==> src/hdl/arsx_regs.svh <==
// What this block does
// - Rotate right through carry shifts the addressed file register one place right, carry entering bit 7 and bit 0 leaving into carry.
// - Instructions with a destination bit write the accumulator when it is 0 and the addressed file register when it is 1.
// - Sleep clears the watchdog counter and its prescaler.
// - Sleep clears the power-down flag, sets the time-out flag and touches no other status bit.
// - After sleep the core sits in its low-power state with the oscillator halted.
// - Subtract from literal computes the literal minus the accumulator and puts it in the accumulator.
// - Both subtracts update carry, half carry and zero; carry is 0 when the accumulator is larger, half carry the same on the low nibble.
// - Subtract from register computes the file register minus the accumulator and writes the chosen destination.
// - Nibble swap exchanges the two halves of the file register, writes the chosen destination and leaves all flags alone.
// - Exclusive-OR with literal puts accumulator xor literal in the accumulator and changes only zero.
// - Exclusive-OR with register writes accumulator xor file register to the chosen destination and changes only zero.
`ifndef ARSX_REGS_SVH
`define ARSX_REGS_SVH
`define ARSX_W_RESET 8'h00
`define ARSX_STATUS_RESET 5'h18
`define ARSX_ST_C 0
`define ARSX_ST_HC 1
`define ARSX_ST_Z 2
`define ARSX_ST_PWDN 3
`define ARSX_ST_TMO 4
`define ARSX_FADDR_MAX 7'h7f
`define ARSX_WDOG_CLEAR 8'h00
`endif

==> src/hdl/arsx_pkg.sv <==
package arsx_pkg;
	typedef enum logic [2:0] {
		ARSX_OP_NONE = 3'h0,
		ARSX_OP_ROTR = 3'h1,
		ARSX_OP_SUBL = 3'h2,
		ARSX_OP_SUBF = 3'h3,
		ARSX_OP_SWAP = 3'h4,
		ARSX_OP_XORL = 3'h5,
		ARSX_OP_XORF = 3'h6,
		ARSX_OP_SLEEP = 3'h7
	} arsx_op_e;
	typedef enum logic [1:0] {
		ARSX_RUN = 2'b01,
		ARSX_ASLEEP = 2'b10
	} arsx_pwr_e;
endpackage : arsx_pkg

==> src/hdl/arsx_sub.sv <==
`timescale 1ns/1ps
// operand minus accumulator with carry and half carry
module arsx_sub (
	// operands
	input wire logic [7:0] a,
	input wire logic [7:0] w,
	// result
	output logic [7:0] diff,
	output logic carry,
	output logic half_carry
);
	logic [8:0] full;
	logic [4:0] low;
	assign full = {1'b0, a} + {1'b0, ~w} + 9'h001;
	assign low = {1'b0, a[3:0]} + {1'b0, ~w[3:0]} + 5'h01;
	assign diff = full[7:0];
	assign carry = full[8];
	assign half_carry = low[4];
endmodule : arsx_sub

==> src/hdl/arsx_power.sv <==
`timescale 1ns/1ps
`include "arsx_regs.svh"
// sleep state and watchdog clears
module arsx_power (
	// clock and reset
	input wire logic clk,
	input wire logic rst_n,
	// control
	input wire logic sleep_req,
	input wire logic wake,
	// status
	output logic asleep,
	output logic wdog_clear
);
	arsx_pkg::arsx_pwr_e state_reg, state_next;
	logic clr_reg, clr_next;
	always_comb begin
		state_next = state_reg;
		clr_next = 1'b0;
		case (state_reg)
			arsx_pkg::ARSX_RUN: begin
				if (sleep_req) begin
					state_next = arsx_pkg::ARSX_ASLEEP;
					clr_next = 1'b1;
				end
			end
			arsx_pkg::ARSX_ASLEEP: begin
				if (wake) begin
					state_next = arsx_pkg::ARSX_RUN;
				end
			end
			default: state_next = arsx_pkg::ARSX_RUN;
		endcase
	end
	always_ff @(posedge clk) begin
		if (!rst_n) begin
			state_reg <= arsx_pkg::ARSX_RUN;
			clr_reg <= 1'b0;
		end else begin
			state_reg <= state_next;
			clr_reg <= clr_next;
		end
	end
	assign asleep = (state_reg == arsx_pkg::ARSX_ASLEEP);
	assign wdog_clear = clr_reg;
endmodule : arsx_power

==> src/hdl/arsx_alu.sv <==
`timescale 1ns/1ps
`include "arsx_regs.svh"
module arsx_alu (
	// clock and reset
	input wire logic CLK,
	input wire logic RST_N,
	// instruction
	input wire logic OP_VALID,
	input wire arsx_pkg::arsx_op_e OP,
	input wire logic [6:0] FADDR,
	input wire logic DEST,
	input wire logic [7:0] LITERAL,
	// file register read data for FADDR
	input wire logic [7:0] FDATA,
	// wake event from outside
	input wire logic WAKE,
	// file register write
	output logic FWR_EN,
	output logic [6:0] FWR_ADDR,
	output logic [7:0] FWR_DATA,
	// accumulator and status
	output logic [7:0] W,
	output logic CARRY,
	output logic HALF_CARRY,
	output logic ZERO,
	output logic POWER_DOWN_FLAG,
	output logic TIMEOUT_FLAG,
	// power control
	output logic WATCHDOG_CLEAR,
	output logic PRESCALER_CLEAR,
	output logic OSC_HALT,
	output logic ASLEEP
);
	logic [7:0] w_reg, w_next;
	logic [4:0] st_reg, st_next;
	logic fwe_reg, fwe_next;
	logic [6:0] fa_reg, fa_next;
	logic [7:0] fd_reg, fd_next;
	logic [7:0] sub_a, sub_d;
	logic sub_c, sub_hc;
	logic asleep_i, wdog_clr_i, go;

	function automatic logic is_zero(input logic [7:0] v);
		is_zero = (v == 8'h00);
	endfunction : is_zero

	assign sub_a = (OP == arsx_pkg::ARSX_OP_SUBL) ? LITERAL : FDATA;

	arsx_sub u_sub (
		.a(sub_a),
		.w(w_reg),
		.diff(sub_d),
		.carry(sub_c),
		.half_carry(sub_hc)
	);

	assign go = OP_VALID && !asleep_i;

	arsx_power u_pwr (
		.clk(CLK),
		.rst_n(RST_N),
		.sleep_req(go && OP == arsx_pkg::ARSX_OP_SLEEP),
		.wake(WAKE),
		.asleep(asleep_i),
		.wdog_clear(wdog_clr_i)
	);

	always_comb begin
		logic [7:0] res;
		logic use_dest;
		res = 8'h00;
		use_dest = 1'b0;
		w_next = w_reg;
		st_next = st_reg;
		fwe_next = 1'b0;
		fa_next = fa_reg;
		fd_next = fd_reg;
		if (go) begin
			case (OP)
				arsx_pkg::ARSX_OP_ROTR: begin
					res = {st_reg[`ARSX_ST_C], FDATA[7:1]};
					st_next[`ARSX_ST_C] = FDATA[0];
					use_dest = 1'b1;
				end
				arsx_pkg::ARSX_OP_SUBL: begin
					w_next = sub_d;
					st_next[`ARSX_ST_C] = sub_c;
					st_next[`ARSX_ST_HC] = sub_hc;
					st_next[`ARSX_ST_Z] = is_zero(sub_d);
				end
				arsx_pkg::ARSX_OP_SUBF: begin
					res = sub_d;
					st_next[`ARSX_ST_C] = sub_c;
					st_next[`ARSX_ST_HC] = sub_hc;
					st_next[`ARSX_ST_Z] = is_zero(sub_d);
					use_dest = 1'b1;
				end
				arsx_pkg::ARSX_OP_SWAP: begin
					res = {FDATA[3:0], FDATA[7:4]};
					use_dest = 1'b1;
				end
				arsx_pkg::ARSX_OP_XORL: begin
					w_next = w_reg ^ LITERAL;
					st_next[`ARSX_ST_Z] = is_zero(w_reg ^ LITERAL);
				end
				arsx_pkg::ARSX_OP_XORF: begin
					res = w_reg ^ FDATA;
					st_next[`ARSX_ST_Z] = is_zero(res);
					use_dest = 1'b1;
				end
				arsx_pkg::ARSX_OP_SLEEP: begin
					st_next[`ARSX_ST_PWDN] = 1'b0;
					st_next[`ARSX_ST_TMO] = 1'b1;
				end
				default: begin
				end
			endcase
			if (use_dest) begin
				if (DEST) begin
					fwe_next = 1'b1;
					fa_next = FADDR;
					fd_next = res;
				end else begin
					w_next = res;
				end
			end
		end
	end

	always_ff @(posedge CLK) begin
		if (!RST_N) begin
			w_reg <= `ARSX_W_RESET;
			st_reg <= `ARSX_STATUS_RESET;
			fwe_reg <= 1'b0;
			fa_reg <= 7'h00;
			fd_reg <= 8'h00;
		end else begin
			w_reg <= w_next;
			st_reg <= st_next;
			fwe_reg <= fwe_next;
			fa_reg <= fa_next;
			fd_reg <= fd_next;
		end
	end

	assign W = w_reg;
	assign CARRY = st_reg[`ARSX_ST_C];
	assign HALF_CARRY = st_reg[`ARSX_ST_HC];
	assign ZERO = st_reg[`ARSX_ST_Z];
	assign POWER_DOWN_FLAG = st_reg[`ARSX_ST_PWDN];
	assign TIMEOUT_FLAG = st_reg[`ARSX_ST_TMO];
	assign FWR_EN = fwe_reg;
	assign FWR_ADDR = fa_reg;
	assign FWR_DATA = fd_reg;
	assign WATCHDOG_CLEAR = wdog_clr_i;
	assign PRESCALER_CLEAR = wdog_clr_i;
	assign OSC_HALT = asleep_i;
	assign ASLEEP = asleep_i;

	// taken instruction of each kind
	logic iss_rot, iss_subl, iss_subf, iss_swap, iss_xorl, iss_xorf, iss_sleep;
	assign iss_rot = go && OP == arsx_pkg::ARSX_OP_ROTR;
	assign iss_subl = go && OP == arsx_pkg::ARSX_OP_SUBL;
	assign iss_subf = go && OP == arsx_pkg::ARSX_OP_SUBF;
	assign iss_swap = go && OP == arsx_pkg::ARSX_OP_SWAP;
	assign iss_xorl = go && OP == arsx_pkg::ARSX_OP_XORL;
	assign iss_xorf = go && OP == arsx_pkg::ARSX_OP_XORF;
	assign iss_sleep = go && OP == arsx_pkg::ARSX_OP_SLEEP;

	// rotate through carry
	rotate_result_a: assert property (@(posedge CLK) disable iff (!RST_N)
		iss_rot && DEST |=> FWR_EN && FWR_DATA == {$past(CARRY), $past(FDATA[7:1])}
		&& CARRY == $past(FDATA[0]))
		else $error("rotate result wrong");

	rotate_wdest_a: assert property (@(posedge CLK) disable iff (!RST_N)
		iss_rot && !DEST |=> !FWR_EN && W == {$past(CARRY), $past(FDATA[7:1])})
		else $error("rotate into accumulator wrong");

	rotate_flags_a: assert property (@(posedge CLK) disable iff (!RST_N)
		iss_rot |=> $stable({HALF_CARRY, ZERO, POWER_DOWN_FLAG, TIMEOUT_FLAG}))
		else $error("rotate changed other flags");

	// destination select
	dest_select_a: assert property (@(posedge CLK) disable iff (!RST_N)
		iss_swap && !DEST |=> !FWR_EN && W == {$past(FDATA[3:0]), $past(FDATA[7:4])})
		else $error("destination not accumulator");

	file_write_a: assert property (@(posedge CLK) disable iff (!RST_N)
		iss_swap && DEST |=> FWR_EN && FWR_ADDR == $past(FADDR) && $stable(W))
		else $error("destination not file register");

	write_pulse_a: assert property (@(posedge CLK) disable iff (!RST_N)
		FWR_EN |-> $past(go && DEST))
		else $error("file write without instruction");

	idle_hold_a: assert property (@(posedge CLK) disable iff (!RST_N)
		!go |=> !FWR_EN && $stable(W))
		else $error("idle cycle changed state");

	// sleep
	sleep_wdog_a: assert property (@(posedge CLK) disable iff (!RST_N)
		iss_sleep |=> WATCHDOG_CLEAR && PRESCALER_CLEAR ##1 !WATCHDOG_CLEAR)
		else $error("watchdog not cleared once");

	clear_cause_a: assert property (@(posedge CLK) disable iff (!RST_N)
		WATCHDOG_CLEAR |-> $past(iss_sleep) && PRESCALER_CLEAR)
		else $error("watchdog cleared without sleep");

	sleep_flags_a: assert property (@(posedge CLK) disable iff (!RST_N)
		iss_sleep |=> !POWER_DOWN_FLAG && TIMEOUT_FLAG && $stable(CARRY) && $stable(ZERO))
		else $error("sleep status wrong");

	sleep_halt_a: assert property (@(posedge CLK) disable iff (!RST_N)
		iss_sleep ##1 !WAKE |=> OSC_HALT && ASLEEP)
		else $error("oscillator not halted");

	sleep_wait_a: assert property (@(posedge CLK) disable iff (!RST_N)
		ASLEEP && !WAKE |=> ASLEEP && OSC_HALT)
		else $error("left sleep without wake");

	asleep_ignore_a: assert property (@(posedge CLK) disable iff (!RST_N)
		ASLEEP && OP_VALID |=> $stable(W) && !FWR_EN)
		else $error("instruction ran while asleep");

	// subtracts
	subl_value_a: assert property (@(posedge CLK) disable iff (!RST_N)
		iss_subl |=> W == 8'($past(LITERAL) - $past(W)))
		else $error("literal subtract wrong");

	subl_flags_a: assert property (@(posedge CLK) disable iff (!RST_N)
		iss_subl |=> CARRY == ($past(W) <= $past(LITERAL))
		&& HALF_CARRY == ($past(W[3:0]) <= $past(LITERAL[3:0])) && ZERO == (W == 8'h00))
		else $error("literal subtract flags wrong");

	sub_carry_a: assert property (@(posedge CLK) disable iff (!RST_N)
		iss_subf |=> CARRY == ($past(W) <= $past(FDATA))
		&& HALF_CARRY == ($past(W[3:0]) <= $past(FDATA[3:0])))
		else $error("subtract borrow wrong");

	subf_dest_a: assert property (@(posedge CLK) disable iff (!RST_N)
		iss_subf && DEST |=> FWR_EN && FWR_ADDR == $past(FADDR)
		&& FWR_DATA == 8'($past(FDATA) - $past(W)))
		else $error("register subtract wrong");

	subf_wdest_a: assert property (@(posedge CLK) disable iff (!RST_N)
		iss_subf && !DEST |=> !FWR_EN && W == 8'($past(FDATA) - $past(W)))
		else $error("register subtract into accumulator wrong");

	subf_zero_a: assert property (@(posedge CLK) disable iff (!RST_N)
		iss_subf && !DEST |=> ZERO == (W == 8'h00))
		else $error("subtract zero flag wrong");

	// nibble swap
	swap_flags_a: assert property (@(posedge CLK) disable iff (!RST_N)
		iss_swap |=> $stable({CARRY, HALF_CARRY, ZERO, POWER_DOWN_FLAG, TIMEOUT_FLAG}))
		else $error("swap changed flags");

	swap_file_a: assert property (@(posedge CLK) disable iff (!RST_N)
		iss_swap && DEST |=> FWR_DATA == {$past(FDATA[3:0]), $past(FDATA[7:4])})
		else $error("swap into file register wrong");

	// exclusive or
	xorl_value_a: assert property (@(posedge CLK) disable iff (!RST_N)
		iss_xorl |=> W == ($past(W) ^ $past(LITERAL)) && !FWR_EN
		&& $stable({CARRY, HALF_CARRY, POWER_DOWN_FLAG, TIMEOUT_FLAG}))
		else $error("literal xor wrong");

	xor_zero_a: assert property (@(posedge CLK) disable iff (!RST_N)
		iss_xorl |=> ZERO == (W == 8'h00) && $stable(CARRY))
		else $error("xor zero flag wrong");

	xorf_file_a: assert property (@(posedge CLK) disable iff (!RST_N)
		iss_xorf && DEST |=> FWR_EN && FWR_DATA == ($past(W) ^ $past(FDATA)) && $stable(W))
		else $error("register xor into file wrong");

	xorf_w_a: assert property (@(posedge CLK) disable iff (!RST_N)
		iss_xorf && !DEST |=> W == ($past(W) ^ $past(FDATA))
		&& $stable({CARRY, HALF_CARRY, POWER_DOWN_FLAG, TIMEOUT_FLAG}))
		else $error("register xor into accumulator wrong");

	xorf_zero_a: assert property (@(posedge CLK) disable iff (!RST_N)
		iss_xorf && DEST |=> ZERO == (FWR_DATA == 8'h00))
		else $error("register xor zero flag wrong");

	// main scenarios
	cov_sleep_c: cover property (@(posedge CLK) disable iff (!RST_N) iss_sleep);
	cov_borrow_c: cover property (@(posedge CLK) disable iff (!RST_N) iss_subf ##1 !CARRY);
	cov_xorf_c: cover property (@(posedge CLK) disable iff (!RST_N) iss_xorf && DEST);
	cov_rotate_c: cover property (@(posedge CLK) disable iff (!RST_N) iss_rot && DEST);
	cov_wake_c: cover property (@(posedge CLK) disable iff (!RST_N) ASLEEP && WAKE);
endmodule : arsx_alu

==> config.mk <==
export PLATFORM = sky130hd
export DESIGN_NAME = arsx_alu
export DESIGN_NICKNAME = d
export VERILOG_FILES = /design/src/hdl/arsx_pkg.sv /design/src/hdl/arsx_sub.sv /design/src/hdl/arsx_power.sv /design/src/hdl/arsx_alu.sv
export VERILOG_INCLUDE_DIRS = /design/src /design/src/hdl
export SDC_FILE = /design/constraint.sdc
export NUM_CORES = 1
export LEC_CHECK = 0
export ABC_AREA = 1
export BUFFER_PORTS_ARGS = -buffer_cell sky130_fd_sc_hd__buf_2
export CAP_MARGIN = 10
export CORE_MARGIN = 2
export CORE_UTILIZATION = 32
export CTS_CLUSTER_SIZE = 8
export DETAILED_ROUTE_END_ITERATION = 7
export GPL_ROUTABILITY_DRIVEN = 0
export SETUP_SLACK_MARGIN = 0.2
export SYNTH_ARGS = -nofsm -noshare
export SYNTH_HDL_FRONTEND = slang
export SYNTH_SLANG_ARGS = --single-unit
==> constraint.sdc <==
create_clock -name CLK -period 3.2 [get_ports CLK]
set_clock_uncertainty 0.05 [all_clocks]
set_input_delay 0.32 -clock CLK [delete_from_list [all_inputs] [get_ports CLK]]
set_output_delay 0.32 -clock CLK [all_outputs]
set_load 0.005 [all_outputs]
==> results of run 1 <==
==> path summary, 6_finish.rpt <==
kind         startpoint           to  slack (ns)  cells past startpoint
min reg2reg   st_reg[3]    st_reg[3]        0.40                      2
min            FADDR[4]  FWR_ADDR[4]        0.21                      3
max               OP[2]         W[4]        0.67                     16
max reg2reg        W[0]         W[4]        1.06                     10
==> power by group <==
group	internal [uW]	switching, uW
logic	138	235
clock network	196	141
registers	413	24.7
==> area by class of cell <==
class / count / area (um^2)
Clock buffer: 8 / 100.1
Tap cell: 99 / 123.9
Inverter: 53 / 198.9
Multi-Input combinational cell: 279 / 1454
Sequential cell: 31 / 620.6
Fill cell: 808 / 4353
Timing Repair Buffer: 64 / 325.3
==> worst max-delay path: stages <==
cell	delay, ns
buf_2	0.14
inv_2	0.08
nand2_2	0.11
nor2_2	0.13
inv_1	0.13
o21ai_0	0.27
inv_1	0.11
fa_1	0.44
inv_1	0.07
nand3_1	0.06
nand2_1	0.16
xnor2_1	0.13
or2_2	0.31
nand2_1	0.06
nand2_1	0.04
a21oi_1	0.13
==> cell usage after synthesis, drive strengths merged, types with 2 or more instances <==
cell type / instances
nand2: 80
nor2: 57
inv: 53
nand3: 34
o21ai: 32
dfxtp: 31
a21oi: 20
xnor2: 10
xor2: 10
ha: 8
buf: 7
clkbuf: 5
o22ai: 5
nor3: 4
o211ai: 4
a31oi: 3
nand4: 3
a211oi: 2
==> through the flow <==
step	hold slack [ns]	area (um^2)	util	setup slack, ns	power, uW
final	0.2116	2823	0.3934	0.6670	1148
after floorplan	0.3915	2341	-	0.5355	694.5
after global placement	0.3822	2723	0.3794	0.5241	810.7
after global routing	0.2090	2823	0.3934	0.3587	1229
after CTS	0.2086	2823	0.3934	0.7084	1157
after detailed placement	0.3851	2723	0.3794	0.4341	813.9
==> kinds of logic after synthesis <==
kind of cell | share of synthesized area
flops | 0.2651
xor+xnor | 0.07482
buf+inv | 0.1138
fa+ha+maj | 0.05131
simple gates | 0.3324
other cells | 0.001602
compound gates | 0.1609
==> routing by layer <==
metal	routed length, um	global-route usage	share of wire	up-vias
met2	3392	0.2943	0.45	113
met5	0	0	0	-
met3	523	0.04155	0.070	16
met1	3368	0.2630	0.45	1181
li1	-	-	-	1324
met4	193	0.07056	0.026	0
==> metrics.csv, run 1 <==
stage,metric,value,unit
outcome,status,"finished, final reports clean",
floorplanning,die_x,89.53,um
clock_tree,cts_resized,0,
routing,drc,0,
grt,grt_pass1_vias,2416,
yosys,synth_top_area_cell,dfxtp_1,
yosys,synth_edf_count,0,
clock_tree,path_clk_slew,0.06,ns
routing,drt_iter0_markers,177,
placement,dp.cells,526,
yosys,synth_seq_cells,31,
final_layout,area_growth,20.58,%
setup_path,path_class,in -> reg,
yosys,synth_area,2341,um^2
floorplanning,die-area,8016,um^2
yosys,synth_ff_type,dfxtp_1,
floorplanning,placementRows,31,
clock_tree,cts_tree,yes,
final_layout,final_cell_mix,"nand2_1, buf_2, nor2_1, inv_1, nand3_1",
yosys,postSynthAreaPerCell,6.243,um^2
timing,layout_min_cycle_time,2.533,ns
timing,fmax,394.8,MHz
floorplanning,start_util,0.3262,
placement,place_hpwl,5.946,mm
setup_path,worstSetupStartpointType,primary input,
clock_tree,clock_latency,0.28,ns
clock_tree,numCtsBuffers,5,
clock_tree,cts.path.max_buffers,2,
final_layout,nets,474,
power_and_ir_drop,p_per_area,406.9,nW/um^2
final_layout,finalNonFillerCells,534,
clock_tree,cts_sinks,31,
timing,fin_crit_sh,0.7916,
routing,ant_nets,0,
clock_tree,postCtsHoldBufs,0,
yosys,synth.yosys.seq_area_share,0.2651,
clock_tree,htree_levels,2,
grt,grt_max_degree,20,
yosys,synth_top_area_frac,0.2651,
routing,wl_per_cell,14.00,um
floorplanning,ios,64,
grt,grt_pass1_wl,11.73,mm
routing,num_vias,2634,
timing,tightest_slew,0.7966,ns
setup_path,path_max_fanout,8,
placement,port-buffer-count,62,
grt,grt_util_all_layers,0.1916,
timing,finalSetupTns,0,ns
yosys,ys_warn_count,0,
floorplanning,floorplan.die.height,89.53,um
yosys,synthesis.nets,415,
yosys,synth_area_leaders,"dfxtp_1, nand2_1, nor2_1",
timing,setup_viol,0,
yosys,synthCells,375,
timing,slew_violations,0,
timing,rsz0062_at_grt,false,
final_layout,antennaDiodeCount,0,
timing,hold_viol,0,
routing,first_pass_iters,5,
min_path,hold_class,in -> reg,
floorplanning,core-area,7176,um^2
timing,max_slew_margin,0.4670,
grt,antenna_found_initial,0,
final_layout,drive_gt1_frac,0.1977,
routing,wirelength,7.478,mm
clock_tree,cts_setup_buffers,0,
setup_path,required,3.36,ns
power_and_ir_drop,cellLeakagePower,0.001443,uW
clock_tree,cts_root_buf,clkbuf_8,
grt,grt_overflow,0,
routing,via_per_inst,4.933,
job,max-cap-violations,0,
final_layout,final_common_cell,nand2_1,
setup_path,cp.arrival,2.69,ns
power_and_ir_drop,peakVddDrop,0.2374,mV
yosys,ys_async_sr_fraction,0,
yosys,ys_types,35,
setup_path,cp-end-kind,flop,
Note: power is estimated with default switching activity, not from simulation.
==> run 2: changes to the inputs <==
==> constraint.sdc (replaced) <==
create_clock -name CLK -period 2.2 [get_ports CLK]
set_clock_uncertainty 0.05 [all_clocks]
set_input_delay 0.22 -clock CLK [delete_from_list [all_inputs] [get_ports CLK]]
set_output_delay 0.22 -clock CLK [all_outputs]
set_load 0.005 [all_outputs]
==> run 2 against run 1 <==
Against the previous run: power is 75% higher; wire length is 9.9% higher; utilization is 9.1 points higher; cell area is 23% higher; first-iteration DRC count is 29% higher; flip-flop and latch count stayed put; largest power group is now combinational logic; critical path type unchanged.
==> metrics.csv, run 2 (same netlist as run 1, synthesis figures left out) <==
stage,metric,value,unit
floorplanning,ios,64,
floorplanning,die_x,89.53,um
final_layout,drive_gt1_frac,0.4000,
setup_path,worstSetupStartpointType,primary input,
timing,rsz0062_at_grt,true,
final_layout,final_cell_mix,"buf_2, nand2_1, nor2_1, inv_1, buf_4",
timing,setup_viol,0,
timing,fmax,487.6,MHz
floorplanning,start_util,0.3262,
setup_path,cp_cell_sequence,buf_8 > inv_4 > nand2_4 > nor2_4 > inv_4 > nand2_2 > o21ai_2 > ha_2 > fa_2 > inv_2 > nand3_2 > nand2_4 > xnor2_4 > nand3_2 > nor2_2 > nand3_2 > a21oi_2,
timing,finalSetupTns,0,ns
timing,fin_crit_sh,0.9321,
setup_path,required,2.37,ns
setup_path,path_max_fanout,7,
routing,wl_per_cell,14.31,um
clock_tree,htree_levels,2,
clock_tree,numCtsBuffers,5,
outcome,status,"finished, final reports clean",
setup_path,slowest_stage,fa_2,
routing,num_vias,2830,
routing,ant_nets,0,
grt,antenna_found_initial,0,
clock_tree,cts.path.max_buffers,2,
timing,slew_violations,0,
clock_tree,postCtsHoldBufs,0,
setup_path,path_class,in -> reg,
floorplanning,floorplan.die.height,89.53,um
routing,drc,0,
power_and_ir_drop,peakVddDrop,0.2407,mV
setup_path,cp.arrival,2.22,ns
setup_path,worst_path_most_repeated_cell,nand3_2,
clock_tree,cts_tree,yes,
power_and_ir_drop,p_per_area,577.9,nW/um^2
setup_path,slowest_delay,0.38,ns
placement,port-buffer-count,62,
placement,place_ws,-0.1504,ns
routing,drt_iter0_markers,229,
clock_tree,clock_latency,0.29,ns
timing,tightest_slew,0.5604,ns
clock_tree,cts_root_buf,clkbuf_8,
clock_tree,cts_sinks,31,
floorplanning,die-area,8016,um^2
grt,grt_pass1_wl,11.85,mm
timing,holdWs,0.09866,ns
setup_path,path_delay_family,simple AND/OR/NAND/NOR gates,
grt,grt_pass1_vias,2506,
routing,via_per_inst,4.930,
setup_path,crit_buf_inv,4,
timing,layout_min_cycle_time,2.051,ns
clock_tree,path_clk_slew,0.07,ns
final_layout,antennaDiodeCount,0,
job,max-cap-violations,0,
timing,hold_viol,0,
setup_path,cp-end-kind,flop,
power_and_ir_drop,cellLeakagePower,0.001713,uW
grt,grt_overflow,0,
floorplanning,placementRows,31,
grt,grt_max_degree,20,
final_layout,fillers,756,
final_layout,final_common_cell,buf_2,
routing,first_pass_iters,6,
final_layout,nets,514,
timing,max_slew_margin,0.6239,
timing,setup_slack,0.1493,ns
routing,wirelength,8.215,mm
floorplanning,core-area,7176,um^2
grt,grt_util_all_layers,0.1955,
final_layout,area_growth,48.58,%
placement,place_hpwl,6.191,mm
min_path,hold_class,in -> reg,
-- run 2: cell types whose count changed in the layout (fill, tap and decap cells not counted), moves of 14 or more --
cell     change
buf_4       +36
nand2_1     -19
nand2_2     +17
nand3_1     -16
nand3_2     +14
-- run 2: per-layer routing --
layer / up-vias / global-route usage / wire length [um]
met5: - / 0 / 0
met4: 0 / 0.07463 / 253
met3: 21 / 0.03693 / 585
met2: 128 / 0.3145 / 3852
met1: 1273 / 0.2590 / 3523
li1: 1408 / - / -
-- run 2: final cells by class --
cell class | count | area (um^2) | area share
Clock buffer | 6 | 82.58 | 0.02374
Sequential cell | 31 | 620.6 | 0.1784
Timing Repair Buffer | 104 | 663.1 | 0.1906
Tap cell | 99 | 123.9 | 0.03561
Multi-Input combinational cell | 279 | 1749 | 0.5029
Inverter | 53 | 203.9 | 0.05863
Clock inverter | 2 | 35.03 | 0.01007
-- run 2: report_power, final --
group	switching [uW]	internal [uW]	total [uW]	leakage [uW]
Sequential	25.1	601	626	0.000253
Combinational	452	335	787	0.00140
Clock	231	366	597	0.0000612
Total	709	1300	2010	0.00171
-- run 2: worst register-to-register path, stage by stage (launching register included) --
cell and delay (ns):
dfxtp_1 0.38, ha_2 0.24, fa_2 0.38, inv_2 0.06, nand3_2 0.08, nand2_4 0.13, xnor2_4 0.15, nand3_2 0.10
nor2_2 0.12, nand3_2 0.09, a21oi_2 0.14
-- run 2: per-stage QoR --
stage                     utilization  area (um^2)  total power (uW)  cells
after floorplan                     -         2406              1034    375
after global placement         0.4187         3004              1264    555
after detailed placement       0.4187         3004              1270    555
after CTS                      0.4387         3148              1877    563
after global routing           0.4847         3478              2125    574
final                          0.4847         3478              2010    574
-- run 2: timing repair --
item	CTS	global route
buffers inserted	0	11
endpoints found under the hold margin	0	0
gates resized for setup	7	65
setup endpoints to repair	7	15
pin swaps	2	41
-- run 2: final timing paths --
kind	slack (ns)	startpoint	cells after the start	end
hold reg to reg	0.41	st_reg[3]	2	st_reg[3]
hold / removal	0.1	FADDR[4]	3	FWR_ADDR[4]
setup / recovery	0.15	OP[2]	17	st_reg[2]
setup reg to reg	0.22	W[0]	10	st_reg[2]
==> run 3: changes to the inputs <==
--- a/config.mk
+++ b/config.mk
@@ -7,12 +7,12 @@
 export NUM_CORES = 1
 export LEC_CHECK = 0
 export ABC_AREA = 1
-export BUFFER_PORTS_ARGS = -buffer_cell sky130_fd_sc_hd__buf_2
 export CAP_MARGIN = 10
 export CORE_MARGIN = 2
 export CORE_UTILIZATION = 32
 export CTS_CLUSTER_SIZE = 8
 export DETAILED_ROUTE_END_ITERATION = 7
+export DONT_BUFFER_PORTS = 1
 export GPL_ROUTABILITY_DRIVEN = 0
 export SETUP_SLACK_MARGIN = 0.2
 export SYNTH_ARGS = -nofsm -noshare
==> run 3 against run 2 <==
Against the previous run: worst hold slack lost 0.084 ns; largest power group is now sequential cells; highest routed layer unchanged; combinational power shrank 24%; global-route usage is 0.27 points lower; largest cell class unchanged; die area unchanged; setup slack better by 0.090 ns; non-clock buffer count fell by 77; critical path depth shrank 3.
==> metrics.csv, run 3 (same netlist as run 1, synthesis figures left out) <==
stage,metric,value,unit
outcome,status,"finished, final reports clean",
grt,grt_max_degree,19,
final_layout,design_area,2828,um^2
timing,tightest_slew,0.5756,ns
placement,place_hpwl,6.022,mm
clock_tree,htree_levels,2,
grt,grt_pass1_vias,2437,
clock_tree,path_clk_slew,0.08,ns
final_layout,final_common_cell,nand2_1,
routing,drt_iter0_markers,330,
placement,dp.cells,484,
grt,grt_util_all_layers,0.1928,
timing,setup_viol,0,
timing,rsz0062_at_grt,true,
power_and_ir_drop,cellLeakagePower,0.001307,uW
routing,wl_per_cell,15.77,um
setup_path,path_class,in -> reg,
grt,grt_overflow,0,
setup_path,cp-end-kind,flop,
floorplanning,floorplan.die.height,89.53,um
clock_tree,cts.path.max_buffers,2,
final_layout,finalNonFillerCells,496,
timing,fin_crit_sh,0.8911,
floorplanning,die-area,8016,um^2
routing,wirelength,7.822,mm
setup_path,cp_cell_sequence,inv_4 > nand2_4 > nor2_4 > inv_4 > nand2_2 > o21ai_1 > ha_2 > fa_2 > xnor2_1 > nand2_1 > nand2_1 > a211oi_2 > buf_4 > a211oi_2,
timing,layout_min_cycle_time,1.960,ns
setup_path,cp.arrival,2.11,ns
setup_path,rr_worst_depth,8,
floorplanning,die_x,89.53,um
min_path,holdCritStartpoint,RST_N,
routing,drc,0,
floorplanning,ios,64,
setup_path,slowest_delay,0.36,ns
setup_path,r2r_slack,0.30,ns
timing,max_slew_margin,0.6159,
job,max-cap-violations,0,
floorplanning,placementRows,31,
min_path,hold_depth,2,
grt,grt_pass1_wl,11.81,mm
setup_path,reg2reg_from,W[0],
clock_tree,cts_sinks,31,
min_path,hold_class,in -> reg,
grt,antenna_found_initial,0,
floorplanning,start_util,0.3262,
placement,port-buffer-count,0,
clock_tree,cts_root_buf,clkbuf_8,
timing,fmax,510.1,MHz
setup_path,path_delay_family,adder cells,
floorplanning,core-area,7176,um^2
clock_tree,clock_latency,0.29,ns
final_layout,area_growth,20.79,%
timing,hold_viol,0,
setup_path,required,2.34,ns
setup_path,crit_buf_inv,3,
setup_path,path_max_fanout,6,
routing,ant_nets,0,
clock_tree,numCtsBuffers,5,
power_and_ir_drop,p_per_area,600.8,nW/um^2
final_layout,drive_gt1_frac,0.1839,
clock_tree,cts_tree,yes,
timing,slew_violations,0,
final_layout,final_cell_mix,"nand2_1, nor2_1, inv_1, dfxtp_1, o21ai_0",
setup_path,slowest_stage,fa_2,
placement,place_area,2626,um^2
setup_path,worstSetupStartpointType,primary input,
final_layout,nets,437,
final_layout,fillers,769,
routing,first_pass_iters,5,
routing,via_per_inst,5.224,
min_path,min_to,W[4],
routing,num_vias,2591,
setup_path,r2r-end,FWR_DATA[2],
final_layout,antennaDiodeCount,0,
power_and_ir_drop,peakVddDrop,0.2208,mV
run 3: cell types whose count changed in the layout (fill, tap and decap cells not counted), moves of 4 or more:
cell	previous run	this run
a21oi_1	12	17
a21oi_2	8	3
buf_2	61	0
buf_4	38	25
nand2_1	60	73
nand2_2	18	5
nand3_1	16	24
nand3_2	16	10
o21ai_2	4	0
run 3: worst max-delay path by stage:
stage	start	end	slack, ns	cells after the start
6_report	OP[2]	FWR_DATA[2]	0.24	14
5_1_grt	OP[2]	FWR_DATA[6]	0.13	18
4_1_cts	OP[2]	W[6]	0.24	18
3_5_place_dp	OP[2]	W[6]	-0.05	18
3_3_place_gp	OP[2]	W[6]	0.05	18
2_1_floorplan	OP[2]	W[6]	-0.07	19
run 3: final cells by class:
| type | instances | area, um^2 | share of cell area |
|---|---|---|---|
| clock buffers | 6 | 82.58 | 0.02920 |
| clock inverters | 1 | 5.005 | 0.001770 |
| inverters | 53 | 203.9 | 0.07212 |
| multi-input cells | 279 | 1574 | 0.5566 |
| flip-flops and latches | 31 | 620.6 | 0.2195 |
| well taps | 99 | 123.9 | 0.04381 |
| repair buffers | 27 | 217.7 | 0.07699 |
run 3: metal layers:
layer,share of wire,global-route usage
met1,0.40,0.2460
met2,0.47,0.3199
met3,0.12,0.06002
met4,0.012,0.04206
met5,0,0
run 3: repair_timing:
action,CTS,global route
setup buffers,0,4
endpoints found under the hold margin,2,0
gates resized for setup,0,18
hold buffers,1,0
endpoints found under the setup margin,0,10
run 3: power by group:
| part | switching, uW | internal, uW | total (uW) |
|---|---|---|---|
| logic | 368 | 233 | 601 |
| clock network | 224 | 246 | 469 |
| registers | 27.9 | 601 | 629 |
run 3: worst reg2reg max path: cells and delay by family (launching register included):
kind	cells	cell delay, ns
DFF	1	0.33
xor gates and xnor gates	1	0.31
buffers and inverters	1	0.14
adders and majority gates	2	0.55
AOI/OAI and AO/OA	2	0.22
and+or+nand+nor	2	0.21
run 3: stage by stage:
step	setup slack [ns]	hold WS [ns]	total power, uW	utilization	setup TNS [ns]
after global placement	0.04591	0.2431	1174	0.3660	0
final	0.2396	0.01501	1699	0.3941	0
after CTS	0.2398	0.009743	1648	0.3796	0
after floorplan	-0.07128	0.3049	1034	-	-0.2466
after global routing	0.1259	0.02822	1794	0.3941	0
after detailed placement	-0.05334	0.2495	1177	0.3660	-0.1067
